`config.mk`:
```
export PLATFORM = sky130hd
export DESIGN_NAME = fcesr_host
export DESIGN_NICKNAME = d
export VERILOG_FILES = /design/src/include/fcesr_pkg.sv /design/src/hw/fcesr_cycle.sv /design/src/hw/fcesr_host.sv
export SDC_FILE = /design/constraint.sdc
export NUM_CORES = 1
export LEC_CHECK = 0
export BUFFER_PORTS_ARGS = -buffer_cell sky130_fd_sc_hd__buf_2
export CAP_MARGIN = 20
export CELL_PAD_IN_SITES_DETAIL_PLACEMENT = 0
export CELL_PAD_IN_SITES_GLOBAL_PLACEMENT = 2
export CORE_MARGIN = 3
export CORE_UTILIZATION = 41
export CTS_CLUSTER_DIAMETER = 40
export DETAILED_ROUTE_END_ITERATION = 12
export PLACE_DENSITY = 0.89
export SETUP_SLACK_MARGIN = 0.02
export SYNTH_ARGS = -nofsm -noshare
export SYNTH_HDL_FRONTEND = slang
export SYNTH_SLANG_ARGS = --single-unit
```
`constraint.sdc`:
```
create_clock -name clk -period 5.5 [get_ports clk]
set_clock_uncertainty 0.1 [all_clocks]
set_input_delay 0.275 -clock clk [delete_from_list [all_inputs] [get_ports clk]]
set_output_delay 0.275 -clock clk [all_outputs]
set_load 0.1 [all_outputs]
```
`src/include/fcesr_pkg.sv`:
```
// Shared constants and types of the flash card host controller.
// Assumes a 40 MHz clock; all waits are rounded up to whole cycles.
package fcesr_pkg;
  // Clock and widths
  localparam int CLK_NS = 25;
  localparam int ADDR_W = 25;
  localparam int DQ_W   = 16;
  localparam int LANE_W = 8;
  localparam int NLANE  = 2;
  localparam int TMR_W  = 10;
  localparam int IDX_W  = 3;

  // Times in ns, cycle counts derived (round up: all are least times)
  localparam int T_RST_LOW_NS  = 500;
  localparam int T_RST_DONE_NS = 20000;
  localparam int T_WAKE_NS     = 500;
  localparam int T_SUSP_NS     = 15000;
  localparam int T_PULSE_NS    = 8000;
  localparam int T_SETUP_NS    = 50;
  localparam int T_STROBE_NS   = 200;
  localparam logic [TMR_W-1:0] RST_LOW_CNT =
    TMR_W'((T_RST_LOW_NS + CLK_NS - 1) / CLK_NS);
  localparam logic [TMR_W-1:0] RST_DONE_CNT =
    TMR_W'((T_RST_DONE_NS + CLK_NS - 1) / CLK_NS);
  localparam logic [TMR_W-1:0] WAKE_CNT =
    TMR_W'((T_WAKE_NS + CLK_NS - 1) / CLK_NS);
  localparam logic [TMR_W-1:0] SUSP_CNT =
    TMR_W'((T_SUSP_NS + CLK_NS - 1) / CLK_NS);
  localparam logic [TMR_W-1:0] PULSE_CNT =
    TMR_W'((T_PULSE_NS + CLK_NS - 1) / CLK_NS);
  localparam logic [TMR_W-1:0] SETUP_CNT =
    TMR_W'((T_SETUP_NS + CLK_NS - 1) / CLK_NS);
  localparam logic [TMR_W-1:0] STROBE_CNT =
    TMR_W'((T_STROBE_NS + CLK_NS - 1) / CLK_NS);
  localparam logic [TMR_W-1:0] TMR_ONE = TMR_W'(1);

  // Card command words (doubled on both lanes) and unlock addresses
  localparam logic [DQ_W-1:0]   CMD_UNLOCK1 = 16'hAAAA;
  localparam logic [DQ_W-1:0]   CMD_UNLOCK2 = 16'h5555;
  localparam logic [DQ_W-1:0]   CMD_PROG    = 16'hA0A0;
  localparam logic [DQ_W-1:0]   CMD_ESETUP  = 16'h8080;
  localparam logic [DQ_W-1:0]   CMD_SECTOR  = 16'h3030;
  localparam logic [DQ_W-1:0]   CMD_SUSPEND = 16'hB0B0;
  localparam logic [DQ_W-1:0]   CMD_RESUME  = 16'h3030;
  localparam logic [ADDR_W-1:0] UNLOCK_A1   = 25'h0005555;
  localparam logic [ADDR_W-1:0] UNLOCK_A2   = 25'h0002AAA;

  // Sequence lengths in bus cycles
  localparam logic [IDX_W-1:0] PROG_LEN  = 3'h4;
  localparam logic [IDX_W-1:0] ERASE_LEN = 3'h6;
  localparam logic [IDX_W-1:0] ONE_LEN   = 3'h1;

  // Status bit positions inside one byte lane
  localparam int POLL_BIT    = 7;
  localparam int TIMEOUT_BIT = 5;

  // Register map of the controller
  localparam int REG_AW = 8;
  localparam logic [REG_AW-1:0] REG_CTRL   = 8'h00;
  localparam logic [REG_AW-1:0] REG_ADDR   = 8'h04;
  localparam logic [REG_AW-1:0] REG_DATA   = 8'h08;
  localparam logic [REG_AW-1:0] REG_STATUS = 8'h0C;
  localparam logic [REG_AW-1:0] REG_RDATA  = 8'h10;

  // Status register fields
  localparam int ST_BUSY    = 0;
  localparam int ST_SUSP    = 1;
  localparam int ST_ERASE   = 2;
  localparam int ST_DONE    = 3;
  localparam int ST_FAIL    = 5;
  localparam int ST_REFUSED = 7;
  localparam int ST_CONFIRM = 8;
  localparam int ST_RDY     = 9;

  // Operations written to the control register
  typedef enum logic [2:0] {
    OP_NONE   = 3'h0,
    OP_READ   = 3'h1,
    OP_PROG   = 3'h2,
    OP_ERASE  = 3'h3,
    OP_SUSP   = 3'h4,
    OP_RESUME = 3'h5,
    OP_POLL   = 3'h6,
    OP_RESET  = 3'h7
  } fcesr_op_t;

  // Software register port request
  typedef struct packed {
    logic              wr;
    logic              rd;
    logic [REG_AW-1:0] addr;
    logic [31:0]       wdata;
  } fcesr_req_t;

  // Card memory interface pins driven by the host
  typedef struct packed {
    logic [ADDR_W-1:0] addr;
    logic [DQ_W-1:0]   dq_out;
    logic              dq_oe_n;
    logic              we_n;
    logic              oe_n;
    logic              ce_n;
  } fcesr_pins_t;
endpackage

```
`src/hw/fcesr_cycle.sv`:
```
// One card bus cycle, write or read, with setup, strobe and hold phases.
// Assumes the card answers reads within the strobe time.
`timescale 1ns/100ps
module fcesr_cycle (
  input  wire logic                    clk,
  input  wire logic                    rst_n,
  input  wire logic                    start,
  input  wire logic                    wr,
  input  wire logic [fcesr_pkg::ADDR_W-1:0] addr,
  input  wire logic [fcesr_pkg::DQ_W-1:0]   wdata,
  input  wire logic [fcesr_pkg::DQ_W-1:0]   dq_in,
  output fcesr_pkg::fcesr_pins_t       pins,
  output logic                         done,
  output logic [fcesr_pkg::DQ_W-1:0]   rdata
);
  import fcesr_pkg::*;

  typedef enum logic [1:0] {
    CY_IDLE   = 2'h0,
    CY_SETUP  = 2'h1,
    CY_STROBE = 2'h2,
    CY_HOLD   = 2'h3
  } fcesr_cy_t;

  localparam fcesr_pins_t PINS_IDLE = '{addr: '0, dq_out: '0,
    dq_oe_n: 1'b1, we_n: 1'b1, oe_n: 1'b1, ce_n: 1'b1};

  fcesr_cy_t         st_r, st_nxt;
  logic [TMR_W-1:0]  cnt_r, cnt_nxt;
  fcesr_pins_t       pins_r, pins_nxt;
  logic              done_r, done_nxt;
  logic [DQ_W-1:0]   rdata_r, rdata_nxt;

  // Phase sequencing of a single access
  always_comb begin
    st_nxt    = st_r;
    cnt_nxt   = cnt_r;
    pins_nxt  = pins_r;
    done_nxt  = 1'b0;
    rdata_nxt = rdata_r;
    case (st_r)
      CY_IDLE: begin
        if (start) begin
          pins_nxt.addr    = addr;
          pins_nxt.dq_out  = wdata;
          pins_nxt.dq_oe_n = ~wr;     // Drive data only on writes
          pins_nxt.ce_n    = 1'b0;
          cnt_nxt          = SETUP_CNT;
          st_nxt           = CY_SETUP;
        end
      end
      CY_SETUP: begin
        cnt_nxt = cnt_r - TMR_ONE;
        if (cnt_r == TMR_ONE) begin
          pins_nxt.oe_n = ~pins_r.dq_oe_n;
          pins_nxt.we_n = pins_r.dq_oe_n;
          cnt_nxt       = STROBE_CNT;
          st_nxt        = CY_STROBE;
        end
      end
      CY_STROBE: begin
        cnt_nxt = cnt_r - TMR_ONE;
        if (cnt_r == TMR_ONE) begin
          rdata_nxt     = dq_in;        // Sample before strobe rises
          pins_nxt.we_n = 1'b1;
          pins_nxt.oe_n = 1'b1;
          st_nxt        = CY_HOLD;
        end
      end
      CY_HOLD: begin
        pins_nxt = PINS_IDLE;
        done_nxt = 1'b1;
        st_nxt   = CY_IDLE;
      end
      default: st_nxt = CY_IDLE;
    endcase
  end

  // State registers
  always_ff @(posedge clk or negedge rst_n) begin
    if (!rst_n) begin
      st_r    <= CY_IDLE;
      cnt_r   <= '0;
      pins_r  <= PINS_IDLE;
      done_r  <= 1'b0;
      rdata_r <= '0;
    end else begin
      st_r    <= st_nxt;
      cnt_r   <= cnt_nxt;
      pins_r  <= pins_nxt;
      done_r  <= done_nxt;
      rdata_r <= rdata_nxt;
    end
  end

  assign pins  = pins_r;
  assign done  = done_r;
  assign rdata = rdata_r;
endmodule

```
`src/hw/fcesr_host.sv`:
```
// Host controller for a word-wide flash card: command sequences, erase
// suspend/resume, per-lane status polling and hardware reset.
// Assumes software owns the register port and the card sits on the pins.
// Functional notes
// - Suspension confirmed by polling bit high at the erasing sector.
// - Reads while suspended target other sectors; host does not check.
// - Suspend-program completion found by polling bit at program address.
// - Resume sent only while suspended; suspend allowed again after.
// - No access until 500 ns after reset release.
// - Word program uses doubled command; each lane polled independently.
// - Six-cycle word erase; each lane checked separately.
// - Timing-exceeded seen: polling bit read again before failing.
`timescale 1ns/100ps
module fcesr_host (
  input  wire logic                        clk,
  input  wire logic                        rst_n,
  input  fcesr_pkg::fcesr_req_t            reg_req,
  output logic [31:0]                      reg_rdata,
  output fcesr_pkg::fcesr_pins_t           card_pins,
  input  wire logic [fcesr_pkg::DQ_W-1:0]  card_dq_in,
  input  wire logic                        ready_busy_output,
  output logic                             card_reset_n
);
  import fcesr_pkg::*;

  typedef enum logic [2:0] {
    H_IDLE     = 3'h0,
    H_RST_LOW  = 3'h1,
    H_RST_WAIT = 3'h2,
    H_SEQ      = 3'h3,
    H_SEQ_WAIT = 3'h4,
    H_TIMER    = 3'h5,
    H_RD       = 3'h6,
    H_RD_WAIT  = 3'h7
  } fcesr_hst_t;

  // Address of sequence step
  function automatic logic [ADDR_W-1:0] seq_addr(
    input fcesr_op_t op, input logic [IDX_W-1:0] i,
    input logic [ADDR_W-1:0] a);
    logic last;
    last = (op == OP_PROG) ? (i == PROG_LEN - ONE_LEN)
                           : (i == ERASE_LEN - ONE_LEN);
    if (op == OP_SUSP || op == OP_RESUME || last)
      seq_addr = a;
    else if (i == 3'h1 || i == 3'h4)
      seq_addr = UNLOCK_A2;
    else
      seq_addr = UNLOCK_A1;
  endfunction

  // Data word of sequence step; command words doubled on both lanes, program data as given
  function automatic logic [DQ_W-1:0] seq_data(
    input fcesr_op_t op, input logic [IDX_W-1:0] i,
    input logic [DQ_W-1:0] d);
    case (op)
      OP_SUSP:   seq_data = CMD_SUSPEND;
      OP_RESUME: seq_data = CMD_RESUME;
      OP_PROG: begin
        case (i)
          3'h0:    seq_data = CMD_UNLOCK1;
          3'h1:    seq_data = CMD_UNLOCK2;
          3'h2:    seq_data = CMD_PROG;
          default: seq_data = d;
        endcase
      end
      default: begin
        case (i)
          3'h0, 3'h3: seq_data = CMD_UNLOCK1;
          3'h1, 3'h4: seq_data = CMD_UNLOCK2;
          3'h2:       seq_data = CMD_ESETUP;
          default:    seq_data = CMD_SECTOR;
        endcase
      end
    endcase
  endfunction

  fcesr_hst_t          st_r, st_nxt;
  fcesr_op_t           op_r, op_nxt;
  logic [TMR_W-1:0]    tmr_r, tmr_nxt;
  logic [IDX_W-1:0]    idx_r, idx_nxt, len_r, len_nxt;
  logic [ADDR_W-1:0]   addr_r, addr_nxt;
  logic [DQ_W-1:0]     data_r, data_nxt, rd_r, rd_nxt;
  logic [NLANE-1:0]    done_r, done_nxt, fail_r, fail_nxt;
  logic                recheck_r, recheck_nxt, susp_r, susp_nxt;
  logic                erase_r, erase_nxt, refused_r, refused_nxt;
  logic                confirm_r, confirm_nxt, rst_out_r, rst_out_nxt;
  logic                cy_start_r, cy_start_nxt, cy_wr_r, cy_wr_nxt;
  logic [31:0]         rdata_r, rdata_nxt;
  logic [ADDR_W-1:0]   cy_addr_r, cy_addr_nxt;
  logic [DQ_W-1:0]     cy_data_r, cy_data_nxt;
  logic                cy_done;
  logic [DQ_W-1:0]     cy_rdata;
  fcesr_op_t           req_op;
  logic                accept;
  logic [NLANE-1:0]    ok_l, to_l, left_l;
  logic                exp_bit;

  // One bus cycle at a time toward the card
  fcesr_cycle u_cycle (
    .clk   (clk),
    .rst_n (rst_n),
    .start (cy_start_r),
    .wr    (cy_wr_r),
    .addr  (cy_addr_r),
    .wdata (cy_data_r),
    .dq_in (card_dq_in),
    .pins  (card_pins),
    .done  (cy_done),
    .rdata (cy_rdata)
  );

  // Acceptance of software orders, mirroring the card's gating of erase, suspend and resume
  always_comb begin
    req_op = fcesr_op_t'(reg_req.wdata[2:0]);
    case (req_op)
      OP_ERASE:  accept = !susp_r && !erase_r;
      OP_SUSP:   accept = erase_r && !susp_r;
      OP_RESUME: accept = susp_r;
      OP_NONE:   accept = 1'b0;
      default:   accept = 1'b1;
    endcase
  end

  // Per-lane status decode of the last card read
  always_comb begin
    exp_bit = 1'b1;
    for (int l = 0; l < NLANE; l++) begin
      // Program expects true data bit; erase and suspend expect one
      exp_bit = (op_r == OP_PROG || (op_r == OP_POLL && !erase_r))
        ? data_r[l*LANE_W+POLL_BIT] : 1'b1;
      ok_l[l] = cy_rdata[l*LANE_W+POLL_BIT] == exp_bit;
      to_l[l] = cy_rdata[l*LANE_W+TIMEOUT_BIT];
    end
    left_l = ~(done_r | ok_l);
  end

  // Main sequencer and register file
  always_comb begin
    st_nxt = st_r;  op_nxt = op_r;  tmr_nxt = tmr_r;
    idx_nxt = idx_r;  len_nxt = len_r;  addr_nxt = addr_r;
    data_nxt = data_r;  rd_nxt = rd_r;  done_nxt = done_r;
    fail_nxt = fail_r;  recheck_nxt = recheck_r;  susp_nxt = susp_r;
    erase_nxt = erase_r;  refused_nxt = refused_r;
    confirm_nxt = confirm_r;  rst_out_nxt = rst_out_r;
    cy_start_nxt = 1'b0;  cy_wr_nxt = cy_wr_r;
    cy_addr_nxt = cy_addr_r;  cy_data_nxt = cy_data_r;
    rdata_nxt = 32'h0000_0000;
    // Register reads answer one cycle later
    if (reg_req.rd) begin
      case (reg_req.addr)
        REG_ADDR:   rdata_nxt = 32'(addr_r);
        REG_DATA:   rdata_nxt = 32'(data_r);
        REG_RDATA:  rdata_nxt = 32'(rd_r);
        REG_CTRL:   rdata_nxt = 32'(op_r);
        REG_STATUS: begin
          rdata_nxt[ST_BUSY]              = st_r != H_IDLE;
          rdata_nxt[ST_SUSP]              = susp_r;
          rdata_nxt[ST_ERASE]             = erase_r;
          rdata_nxt[ST_DONE+:NLANE]       = done_r;
          rdata_nxt[ST_FAIL+:NLANE]       = fail_r;
          rdata_nxt[ST_REFUSED]           = refused_r;
          rdata_nxt[ST_CONFIRM]           = confirm_r;
          rdata_nxt[ST_RDY]               = ready_busy_output;
        end
        default:    rdata_nxt = 32'h0000_0000;
      endcase
    end
    if (reg_req.wr && st_r == H_IDLE) begin
      if (reg_req.addr == REG_ADDR) addr_nxt = reg_req.wdata[ADDR_W-1:0];
      if (reg_req.addr == REG_DATA) data_nxt = reg_req.wdata[DQ_W-1:0];
    end
    case (st_r)
      H_IDLE: begin
        if (reg_req.wr && reg_req.addr == REG_CTRL) begin
          refused_nxt = !accept;
          if (accept) begin
            op_nxt = req_op;  idx_nxt = '0;  recheck_nxt = 1'b0;
            done_nxt = '0;  fail_nxt = '0;
            len_nxt = (req_op == OP_PROG) ? PROG_LEN
                    : (req_op == OP_ERASE) ? ERASE_LEN : ONE_LEN;
            if (req_op == OP_RESET) begin
              rst_out_nxt = 1'b0;
              tmr_nxt     = RST_LOW_CNT;
              st_nxt      = H_RST_LOW;
            end else if (req_op == OP_READ || req_op == OP_POLL)
              st_nxt = H_RD;
            else
              st_nxt = H_SEQ;
          end
        end
      end
      H_RST_LOW: begin
        tmr_nxt = tmr_r - TMR_ONE;
        if (tmr_r == TMR_ONE) begin
          rst_out_nxt = 1'b1;
          // Wait for internal reset, which also covers wake-up time
          tmr_nxt = RST_DONE_CNT - RST_LOW_CNT;
          st_nxt  = H_RST_WAIT;
        end
      end
      H_RST_WAIT: begin
        tmr_nxt = tmr_r - TMR_ONE;
        if (tmr_r == TMR_ONE) begin
          susp_nxt = 1'b0;  erase_nxt = 1'b0;
          st_nxt   = H_IDLE;
        end
      end
      H_SEQ: begin
        cy_start_nxt = 1'b1;  cy_wr_nxt = 1'b1;
        cy_addr_nxt = seq_addr(op_r, idx_r, addr_r);
        cy_data_nxt = seq_data(op_r, idx_r, data_r);
        st_nxt = H_SEQ_WAIT;
      end
      H_SEQ_WAIT: begin
        if (cy_done) begin
          idx_nxt = idx_r + ONE_LEN;
          if (idx_r + ONE_LEN != len_r) st_nxt = H_SEQ;
          else begin
            case (op_r)
              OP_ERASE: begin erase_nxt = 1'b1; st_nxt = H_IDLE; end
              OP_RESUME: begin
                susp_nxt = 1'b0;
                st_nxt   = H_IDLE;
              end
              OP_SUSP: begin
                susp_nxt = 1'b1;
                tmr_nxt = SUSP_CNT;
                st_nxt  = H_TIMER;
              end
              default: begin
                tmr_nxt = PULSE_CNT;
                st_nxt  = H_TIMER;
              end
            endcase
          end
        end
      end
      H_TIMER: begin
        tmr_nxt = tmr_r - TMR_ONE;
        if (tmr_r == TMR_ONE) st_nxt = H_RD;
      end
      H_RD: begin
        cy_start_nxt = 1'b1;  cy_wr_nxt = 1'b0;
        cy_addr_nxt = addr_r;
        st_nxt = H_RD_WAIT;
      end
      H_RD_WAIT: begin
        if (cy_done) begin
          rd_nxt = cy_rdata;
          st_nxt = H_IDLE;
          if (op_r == OP_SUSP) confirm_nxt = &ok_l;
          else if (op_r != OP_READ) begin
            done_nxt = done_r | ok_l;
            if (!recheck_r && |(left_l & to_l)) begin
              recheck_nxt = 1'b1;
              st_nxt = H_RD;
            end else begin
              fail_nxt = left_l & to_l;
              recheck_nxt = 1'b0;
              if (op_r == OP_POLL && erase_r && !susp_r &&
                  (left_l & ~to_l) == '0)
                erase_nxt = 1'b0;
              if (op_r == OP_PROG && (left_l & ~to_l) != '0) begin
                tmr_nxt = PULSE_CNT;
                st_nxt  = H_TIMER;
              end
            end
          end
        end
      end
      default: st_nxt = H_IDLE;
    endcase
  end

  // State registers
  always_ff @(posedge clk or negedge rst_n) begin
    if (!rst_n) begin
      st_r <= H_IDLE;  op_r <= OP_NONE;  tmr_r <= '0;
      idx_r <= '0;  len_r <= '0;  addr_r <= '0;  data_r <= '0;
      rd_r <= '0;  done_r <= '0;  fail_r <= '0;  recheck_r <= 1'b0;
      susp_r <= 1'b0;  erase_r <= 1'b0;  refused_r <= 1'b0;
      confirm_r <= 1'b0;  rst_out_r <= 1'b1;  cy_start_r <= 1'b0;
      cy_wr_r <= 1'b0;  cy_addr_r <= '0;  cy_data_r <= '0;
      rdata_r <= 32'h0000_0000;
    end else begin
      st_r <= st_nxt;  op_r <= op_nxt;  tmr_r <= tmr_nxt;
      idx_r <= idx_nxt;  len_r <= len_nxt;  addr_r <= addr_nxt;
      data_r <= data_nxt;  rd_r <= rd_nxt;  done_r <= done_nxt;
      fail_r <= fail_nxt;  recheck_r <= recheck_nxt;
      susp_r <= susp_nxt;  erase_r <= erase_nxt;
      refused_r <= refused_nxt;  confirm_r <= confirm_nxt;
      rst_out_r <= rst_out_nxt;  cy_start_r <= cy_start_nxt;
      cy_wr_r <= cy_wr_nxt;  cy_addr_r <= cy_addr_nxt;
      cy_data_r <= cy_data_nxt;  rdata_r <= rdata_nxt;
    end
  end

  assign reg_rdata    = rdata_r;
  assign card_reset_n = rst_out_r;
endmodule

```
==> run summary, run 1 <==
ANT cells = 0
Leakage = 6.34 nW
Highest metal used = met4
Distinct cell type count of the synthesized netlist = 72
Worst hold path type = in -> reg
Hold_buf cts = 40
CP startpoint kind = register
Initial antenna violation count = 0
TritonCTS clock tree = yes
Detail Route met3 WL = 1.14 mm
DP HPWL = 19.5 mm
Sequential share of the synthesized area = 54.8%
Number of global-route vias before repair = 7,914
Final Hold Fails = 0
Ys async rst share = 100%
Mapped Area = 0.0106 mm^2
CTS root buf = clkbuf_16
Pwr/cell area = 321 mW/mm^2
Met1 WL = 12.8 mm
Post-CTS Resized = 0
Inserted Clock Buffers = 37
Post-synth top cells = dfrtp_1 (226), nor2_1 (91), nand2_1 (82)
FF+latch count, synth = 231
Max VDD drop = 0.176 mV
Die X = 167 um
Sw power = 906 uW
Die height = 167 um
Port bufs = 124
Pre-antenna DRT Iters = 7
Vias = 7,969
Most common cell in the netlist = dfrtp_1
Wirelength, routed = 27.4 mm
Dominant cell type by area after synthesis = dfrtp_1
Crit path time final = 3.18 ns
I/O pin count = 139
Nets = 1,195
Routed WL per cell = 18.5 um
Worst-Skew Late Latency = 0.51 ns
GPL Wtd Cong = 0.816
Yosys warns = 0
Synth top area cells = dfrtp_1 (54%), mux2_2 (8.2%), o21ai_0 (3.7%)
Total gr overflow = 0
Sequential share of power = 40.7%
Slew Viols, Final = 0
Initial core utilization = 41.8%
Crit Path Category = reg -> reg
Sw Ratio = 21.5%
Clock slew at reported path FFs = 0.05 ns
Internal power = 3.30 mW
Drt first-iter violations = 794
CP endpoint kind = register
Met2 WL = 12.9 mm
Tot GR Track Use = 19.7%
Core Region = 0.0253 mm^2
Die footprint = 0.0277 mm^2
Post-layout util = 52.0%
Share of the synthesized area in the top cell type = 53.5%
EDFF count, synth = 0
Syn_area_per_cell = 11.0 um^2
Slew headroom = 34.7%
Final ANT Viol Nets = 0
Setup TNS = 0 ns
Logic pwr share = 3.0%
Clk sinks = 231
CP max FO = 29
Post-Synthesis Cells = 963
Global-route wire length before repair = 44.5 mm
MaxCap Viol Count = 0
RSZ-0062 raised after global routing = false
Post-DR vias/cell = 5.39
Crit path DAT = 3.46 ns
Setup violators final = 0
Clock power frac = 56.3%
Max Buffers Root-to-Sink = 3
Total power = 4.21 mW
Layout cells sized above 1 = 26.3%
Actual slew at the worst max-slew pin = 0.979 ns
Prevailing post-synth register cell = dfrtp_1
Fmax = 314 MHz
Fin crit share = 57.9%
Status = finished, final reports clean
Setup bufs post-CTS = 0
CTS H-tree lvls = 2
Largest net degree at the start of global routing = 106
Row count = 58
Area added between synthesis and finish = 24.3%
Post-route DRC violation count = 0
Required @ worst endpoint = 5.77 ns
final cells by class:
type | count | area, um^2
Tap cell | 330 | 413
Fill cell | 2259 | 12100
Sequential cell | 231 | 5790
Multi-Input combinational cell | 659 | 4450
Clock buffer | 47 | 1010
Clock inverter | 19 | 273
Timing Repair Buffer | 173 | 1120
Inverter | 19 | 71.3
cell families (layout without fill, tap and decap cells):
family	count (synthesis)	in the layout	synth area share [%]
compound gates	264	264	16.6
xor+xnor	9	9	0.746
fa+ha+maj	13	13	1.54
buf+inv	79	258	3.48
flops	231	231	54.8
mux	94	94	10.5
other cells	1	7	0.0355
simple gates	272	272	12.2
worst max-delay path: stages, from the launching register on:
cell	delay, ns
dfrtp_1	0.91
and3_1	0.46
nand2_1	0.14
and4_1	0.23
a21oi_2	0.29
or2_0	0.51
nor2_4	0.11
mux2_2	0.30
metal layers:
metal  track usage, %  vias to the layer above
li1                 -                     3821
met1             28.6                     3940
met2             31.1                      175
met3             3.35                       33
met4             5.02                        0
met5                0                        -
power by group through the flow:
stage | logic, mW | clock network (mW) | registers (mW)
final | 0.127 | 2.37 | 1.71
after global routing | 0.140 | 2.50 | 1.71
after CTS | 0.130 | 2.43 | 1.71
after detailed placement | 0.106 | 0 | 1.74
after global placement | 0.105 | 0 | 1.74
after floorplan | 0.0449 | 0 | 1.74
final timing paths:
check / start / end / slack, ns / cells past startpoint
max: st_r[1] / tmr_r[6] / 2.32 / 7
min: reg_req[40] / reg_rdata[0] / 0.06 / 2
max reg2reg: st_r[1] / tmr_r[6] / 2.32 / 7
min reg2reg: u_cycle.pins[0] / u_cycle.pins[0] / 0.37 / 2
max in group asynchronous: rst_n / u_cycle.pins[39] / 3.68 / 3
min in group asynchronous: rst_n / u_cycle.cnt_r[9] / 0.31 / 2
cell usage in the layout (no fill, tap or decap), drive strengths merged, types with 14 or more instances in the layout:
master and n:
clkbuf 48, dfrtp 226, nand3 20, nand2 82, o21ai 81, a21oi 58
and3 14, mux2 87, dlygate4sd3 40, a22o 42, nor2 92, inv 24
buf 132
state kept, by name (all words and copies together), names as in the netlist, 3 cells and up:
signal / count
idx_r: 3
u_cycle.cnt_r: 10
cy_addr_r: 25
rd_r: 16
data_r: 16
op_r: 3
tmr_r: 10
len_r: 3
st_r: 3
u_cycle.rdata: 16
u_cycle.pins: 45
addr_r: 25
reg_rdata: 25
cy_data_r: 16
stage by stage:
stage               instances  area (um^2)  hold slack (ns)  setup slack [ns]
finish                   1478        13100           0.0589              2.32
global route             1478        13100           0.0490              2.07
CTS                      1477        13100           0.0322              2.28
detailed placement       1371        11400            0.265              2.13
global placement         1370        11400            0.260              2.20
floorplan                 969        10600           -0.121              3.02
No activity file was read; power rests on OpenSTA's default activity.
==> inputs of run 2 (changes only) <==
--- a/config.mk
+++ b/config.mk
@@ -10,10 +10,10 @@
 export CELL_PAD_IN_SITES_DETAIL_PLACEMENT = 0
 export CELL_PAD_IN_SITES_GLOBAL_PLACEMENT = 2
 export CORE_MARGIN = 3
-export CORE_UTILIZATION = 41
+export CORE_UTILIZATION = 34
 export CTS_CLUSTER_DIAMETER = 40
 export DETAILED_ROUTE_END_ITERATION = 12
-export PLACE_DENSITY = 0.89
+export PLACE_DENSITY = 0.8
 export SETUP_SLACK_MARGIN = 0.02
 export SYNTH_ARGS = -nofsm -noshare
 export SYNTH_HDL_FRONTEND = slang
==> constraint.sdc (replaced) <==
create_clock -name clk -period 2.72 [get_ports clk]
set_clock_uncertainty 0.1 [all_clocks]
set_input_delay 0.136 -clock clk [delete_from_list [all_inputs] [get_ports clk]]
set_output_delay 0.136 -clock clk [all_outputs]
set_load 0.1 [all_outputs]
==> run summary, run 2 (synthesis results as in run 1) <==
CP startpoint kind = register
Die X = 182 um (+9.5%)
Die height = 182 um (+9.5%)
Tot GR Track Use = 17.6% (-2.1 points)
Required @ worst endpoint = 3.00 ns (-2.77 ns)
Post-route DRC violation count = 0 (unchanged)
CP startpoint = idx_r[0]
Global-route wire length before repair = 46.7 mm (+5.0%)
Largest net degree at the start of global routing = 108 (+1.9%)
Actual slew at the worst max-slew pin = 0.833 ns (-0.146 ns)
Worst reg2reg path startpoint = idx_r[0]
Setup WS post-layout = 0.214 ns (-2.10 ns)
Final Hold Fails = 0 (unchanged)
Placed Area = 0.0118 mm^2 (+3.3%)
CP endpoint kind = register
Place WS = 0.130 ns (-2.00 ns)
CP max FO = 6 (-79%)
Final Cell Area = 0.0135 mm^2 (+3.0%)
Core Region = 0.0301 mm^2 (+19%)
Slew Viols, Final = 0 (unchanged)
Setup violators final = 0 (unchanged)
Nets = 1,239 (+3.7%)
Crit path time final = 2.51 ns (-0.678 ns)
Crit path DAT = 2.79 ns (-0.67 ns)
Pwr/cell area = 612 mW/mm^2 (+91%)
Slew headroom = 44.2% (+9.5 points)
Port bufs = 124 (unchanged)
Leakage = 6.55 nW (+3.3%)
TritonCTS clock tree = yes
Area added between synthesis and finish = 28.0%
Row count = 63 (+8.6%)
Setup TNS = 0 ns (unchanged)
Clock slew at reported path FFs = 0.05 ns (about the same)
Worst hold path type = in -> reg
Vias = 8,147 (+2.2%)
Most common cell after layout, fill and taps aside = dfrtp_1
RSZ-0062 raised after global routing = false
CTS H-tree lvls = 2 (unchanged)
Max Buffers Root-to-Sink = 3 (unchanged)
Fin crit share = 92.1% (+34 points)
Clk sinks = 231 (unchanged)
CTS root buf = clkbuf_16
Post-DR vias/cell = 5.15 (-4.5%)
Max FFs per register = 45 (unchanged)
Die footprint = 0.0332 mm^2 (+20%)
Total gr overflow = 0 (unchanged)
Status = finished, final reports clean
Launch point of the worst hold path = reg_req[41]
Crit Path Category = reg -> reg
Pre-antenna DRT Iters = 5 (-2)
Commonest cells after routing, fill and taps aside = dfrtp_1 (225), buf_2 (123), nor2_1 (89), nand2_1 (82)
I/O pin count = 139 (unchanged)
Number of global-route vias before repair = 8,188 (+3.5%)
Drt first-iter violations = 489 (-38%)
Wirelength, routed = 29.4 mm (+7.4%)
Final ANT Viol Nets = 0 (unchanged)
Worst-Skew Late Latency = 0.52 ns (about the same)
Inserted Clock Buffers = 35 (-5.4%)
DP HPWL = 21.4 mm (+10%)
Routed WL per cell = 18.6 um (+0.26%)
Initial core utilization = 35.1% (-6.7 points)
Max VDD drop = 0.339 mV (+92%)
Fmax = 399 MHz (+27%)
Layout cells sized above 1 = 29.0% (+2.7 points)
Initial antenna violation count = 1 (+1)
GPL Wtd Cong = 0.846 (+3.7%)
MaxCap Viol Count = 0 (unchanged)
==> run 2: cell types whose count changed in the layout (fill, tap and decap cells not counted), moves of 2 or more <==
cell and delta:
buf_12 +3, buf_4 +38, bufinv_16 -2, clkbuf_1 -3, clkinv_2 +2, clkinv_4 +5, dlygate4sd3_1 +7
==> run 2: final timing paths <==
check	slack [ns]	to	cells past startpoint
setup / recovery	0.21	tmr_r[8]	9
hold / removal	0.01	refused_r	4
setup reg to reg	0.21	tmr_r[8]	9
hold reg to reg	0.35	u_cycle.pins[0]	2
max in group asynchronous	1.84	data_r[1]	3
min in group asynchronous	0.10	cy_addr_r[5]	3
==> run 2: worst max-delay path, cell delays in order, from the launching register on <==
cell and delay (ns):
dfrtp_2 0.44, ha_1 0.21, ha_1 0.30, xor2_1 0.18, nand3_2 0.12, nor2_2 0.12, a2bb2oi_1 0.10, or2_1 0.27
nor2_4 0.20, mux2_2 0.36
==> run 2: layer usage <==
| metal | GRT usage [%] | part of all wire [%] | wire [um] |
|---|---|---|---|
| met5 | 0 | 0 | 0 |
| met4 | 5.21 | 2.4 | 715 |
| met3 | 3.39 | 4.2 | 1240 |
| met2 | 27.2 | 46 | 13400 |
| met1 | 25.2 | 48 | 14100 |
==> run 2: area by class of cell <==
| cell class | instances | area (um^2) |
|---|---|---|
| clock inverter | 21 | 234 |
| timing repair buffer | 219 | 1500 |
| inverter | 19 | 71.3 |
| tap | 390 | 488 |
| clock buffer | 43 | 977 |
| antenna | 1 | 2.50 |
| sequential | 231 | 5790 |
| fill | 2842 | 16600 |
| multi-input combinational | 659 | 4460 |
==> run 2: repair_timing <==
| action | 4_1_cts | 5_1_grt |
|---|---|---|
| setup endpoints to repair | 0 | 8 |
| hold endpoints to repair | 302 | 0 |
| hold buffers | 48 | 0 |
| buffers inserted | 0 | 0 |
| gates resized for setup | 0 | 6 |
==> run 2: stage by stage <==
step                instances  utilization [%]  hold slack [ns]  power, mW
floorplan                 969                -           -0.260       3.61
global placement         1470             39.2          -0.0743       3.74
detailed placement       1470             39.2          -0.0756       3.75
CTS                      1582             44.8          0.00154       8.40
global route             1583             44.9           0.0289       8.58
finish                   1583             44.9           0.0136       8.28
==> run 2: power by group <==
part	leakage [nW]	switching [mW]	internal [mW]	total (mW)
registers	3.13	0.00765	3.45	3.46
clock network	0.599	1.66	2.88	4.54
logic	2.83	0.174	0.105	0.280
total	6.55	1.84	6.44	8.28
==> inputs of run 3 (changes only) <==
--- a/config.mk
+++ b/config.mk
@@ -14,6 +14,7 @@
 export CTS_CLUSTER_DIAMETER = 40
 export DETAILED_ROUTE_END_ITERATION = 12
 export PLACE_DENSITY = 0.8
+export REMOVE_ABC_BUFFERS = 1
 export SETUP_SLACK_MARGIN = 0.02
 export SYNTH_ARGS = -nofsm -noshare
 export SYNTH_HDL_FRONTEND = slang
==> run summary, run 3 (synthesis results as in run 1) <==
Vias = 8,262 (+1.4%)
Worst hold path type = in -> reg
Area occupied by multi-input gates = 0.00447 mm^2 (+0.22%)
CP max-delay cell = dfrtp_2
Actual slew at the worst max-slew pin = 0.823 ns (-0.00991 ns)
Worst hold slack = 0.0309 ns (+0.0173 ns)
Commonest cells after routing, fill and taps aside = dfrtp_1 (225), buf_2 (123), nor2_1 (89), nand2_1 (82)
Max Buffers Root-to-Sink = 3 (unchanged)
Required @ worst endpoint = 3.00 ns (about the same)
Number of global-route vias before repair = 8,390 (+2.5%)
Final Cell Area = 0.0136 mm^2 (+0.92%)
Worst-Skew Late Latency = 0.52 ns (about the same)
Pwr/cell area = 649 mW/mm^2 (+6.0%)
CTS root buf = clkbuf_16
Routed WL per cell = 18.7 um (+0.57%)
Placed Area = 0.0118 mm^2 (about the same)
GPL Wtd Cong = 0.843 (-0.28%)
Clk sinks = 231 (unchanged)
Crit path buffers/inverters = 1 (+1)
Setup WS post-layout = 0.114 ns (-0.100 ns)
Layout cells sized above 1 = 29.0% (about the same)
Final ANT Viol Nets = 0 (unchanged)
CP max FO = 7 (+1)
Status = finished, final reports clean
Post-DR vias/cell = 5.22 (+1.3%)
Top delay family on crit path = simple AND/OR/NAND/NOR gates
Crit path cell chain = ha_1 -> ha_1 -> xor2_1 -> nand3_1 -> nor2_2 -> a2bb2oi_1 -> or2_1 -> buf_4 -> nor4_2 -> nor2_1
Core Region = 0.0301 mm^2 (unchanged)
# fillers = 2,903 (+2.1%)
Storage cell area = 0.00579 mm^2 (unchanged)
Slew Viols, Final = 0 (unchanged)
Crit path time final = 2.61 ns (+0.100 ns)
Die footprint = 0.0332 mm^2 (unchanged)
Setup bufs post-CTS = 0 (unchanged)
Place WS = 0.121 ns (-0.00926 ns)
CTS H-tree lvls = 2 (unchanged)
Slew headroom = 44.9% (+0.66 points)
CP endpoint kind = register
Nets = 1,237 (-0.16%)
Max FFs per register = 45 (unchanged)
Row count = 63 (unchanged)
I/O pin count = 139 (unchanged)
Initial antenna violation count = 1 (unchanged)
RSZ-0062 raised after global routing = true
Drt first-iter violations = 545 (+11%)
Crit-path most repeated cell = ha_1
Cells after DPL = 1,468 (-0.14%)
Die X = 182 um (unchanged)
Tot GR Track Use = 17.8% (+0.23 points)
TritonCTS clock tree = yes
Largest net degree at the start of global routing = 74 (-31%)
Setup TNS = 0 ns (unchanged)
Total power = 8.85 mW (+6.9%)
Most common cell after layout, fill and taps aside = dfrtp_1
Inserted Clock Buffers = 38 (+8.6%)
Pre-antenna DRT Iters = 7 (+2)
Clock slew at reported path FFs = 0.06 ns (about the same)
Global-route wire length before repair = 47.5 mm (+1.6%)
Wirelength, routed = 29.6 mm (+0.63%)
Crit Path Category = reg -> reg
CP max stage delay = 0.45 ns (about the same)
CP startpoint kind = register
Area added between synthesis and finish = 29.2%
Port bufs = 124 (unchanged)
Fmax = 384 MHz (-3.8%)
Final Hold Fails = 0 (unchanged)
Leakage = 6.57 nW (+0.23%)
Die height = 182 um (unchanged)
DP HPWL = 21.3 mm (-0.51%)
Total gr overflow = 0 (unchanged)
Post-route DRC violation count = 0 (unchanged)
Max VDD drop = 0.479 mV (+41%)
Fin crit share = 95.8% (+3.7 points)
Setup violators final = 0 (unchanged)
Fin cells = 1,584 (+0.063%)
MaxCap Viol Count = 0 (unchanged)
Crit path DAT = 2.89 ns (+0.10 ns)
Initial core utilization = 35.1% (unchanged)
Post-layout util = 45.3% (+0.41 points)
[run 3: cell count changes in the layout (fill, tap and decap cells not counted), sizes merged]
cell         previous run  this run
clkinv                 13         4
clkbuf                 43        48
bufinv                  3         7
clkinvlp                1         5
buf                   172       169
dlygate4sd3            47        45
inv                    23        25
[run 3: final timing paths]
path	start	end	slack [ns]	cells past startpoint
max	idx_r[0]	tmr_r[3]	0.11	10
min	reg_req[41]	refused_r	0.03	4
max reg2reg	idx_r[0]	tmr_r[3]	0.11	10
min reg2reg	u_cycle.pins[0]	u_cycle.pins[0]	0.36	2
max in group asynchronous	rst_n	reg_rdata[16]	1.59	3
min in group asynchronous	rst_n	tmr_r[0]	0.05	2
[run 3: layout make-up]
cell class	instances	share of cell area, %
Antenna cell	1	0.0183
Clock buffer	48	7.54
Clock inverter	22	2.49
Inverter	19	0.523
Multi-Input combinational cell	659	32.8
Sequential cell	231	42.4
Tap cell	390	3.58
Timing Repair Buffer	214	10.7
[run 3: tightest hold or removal path: cells and delay by family]
kind,cells,cell delay (ns)
AOI/OAI and AO/OA,1,0.09
buffers and inverters,2,0.27
and+or+nand+nor,1,0.09
[run 3: power by group]
| part | internal [mW] | total, mW | switching, mW |
|---|---|---|---|
| registers | 3.45 | 3.46 | 0.00902 |
| clock network | 3.38 | 5.11 | 1.74 |
| logic | 0.100 | 0.275 | 0.174 |
[run 3: what timing repair did]
item | 4_1_cts | 5_1_grt
hold buffers | 45 | 0
endpoints found under the hold margin | 269 | 0
endpoints found under the setup margin | 0 | 9
resized for setup | 0 | 7
[run 3: metal layers]
metal	GRT usage, %	wire length, um	up-vias
met1	25.3	13700	4117
met2	28.8	14000	196
met5	0	0	-
met3	2.91	1380	44
met4	4.02	477	0
li1	-	-	3905
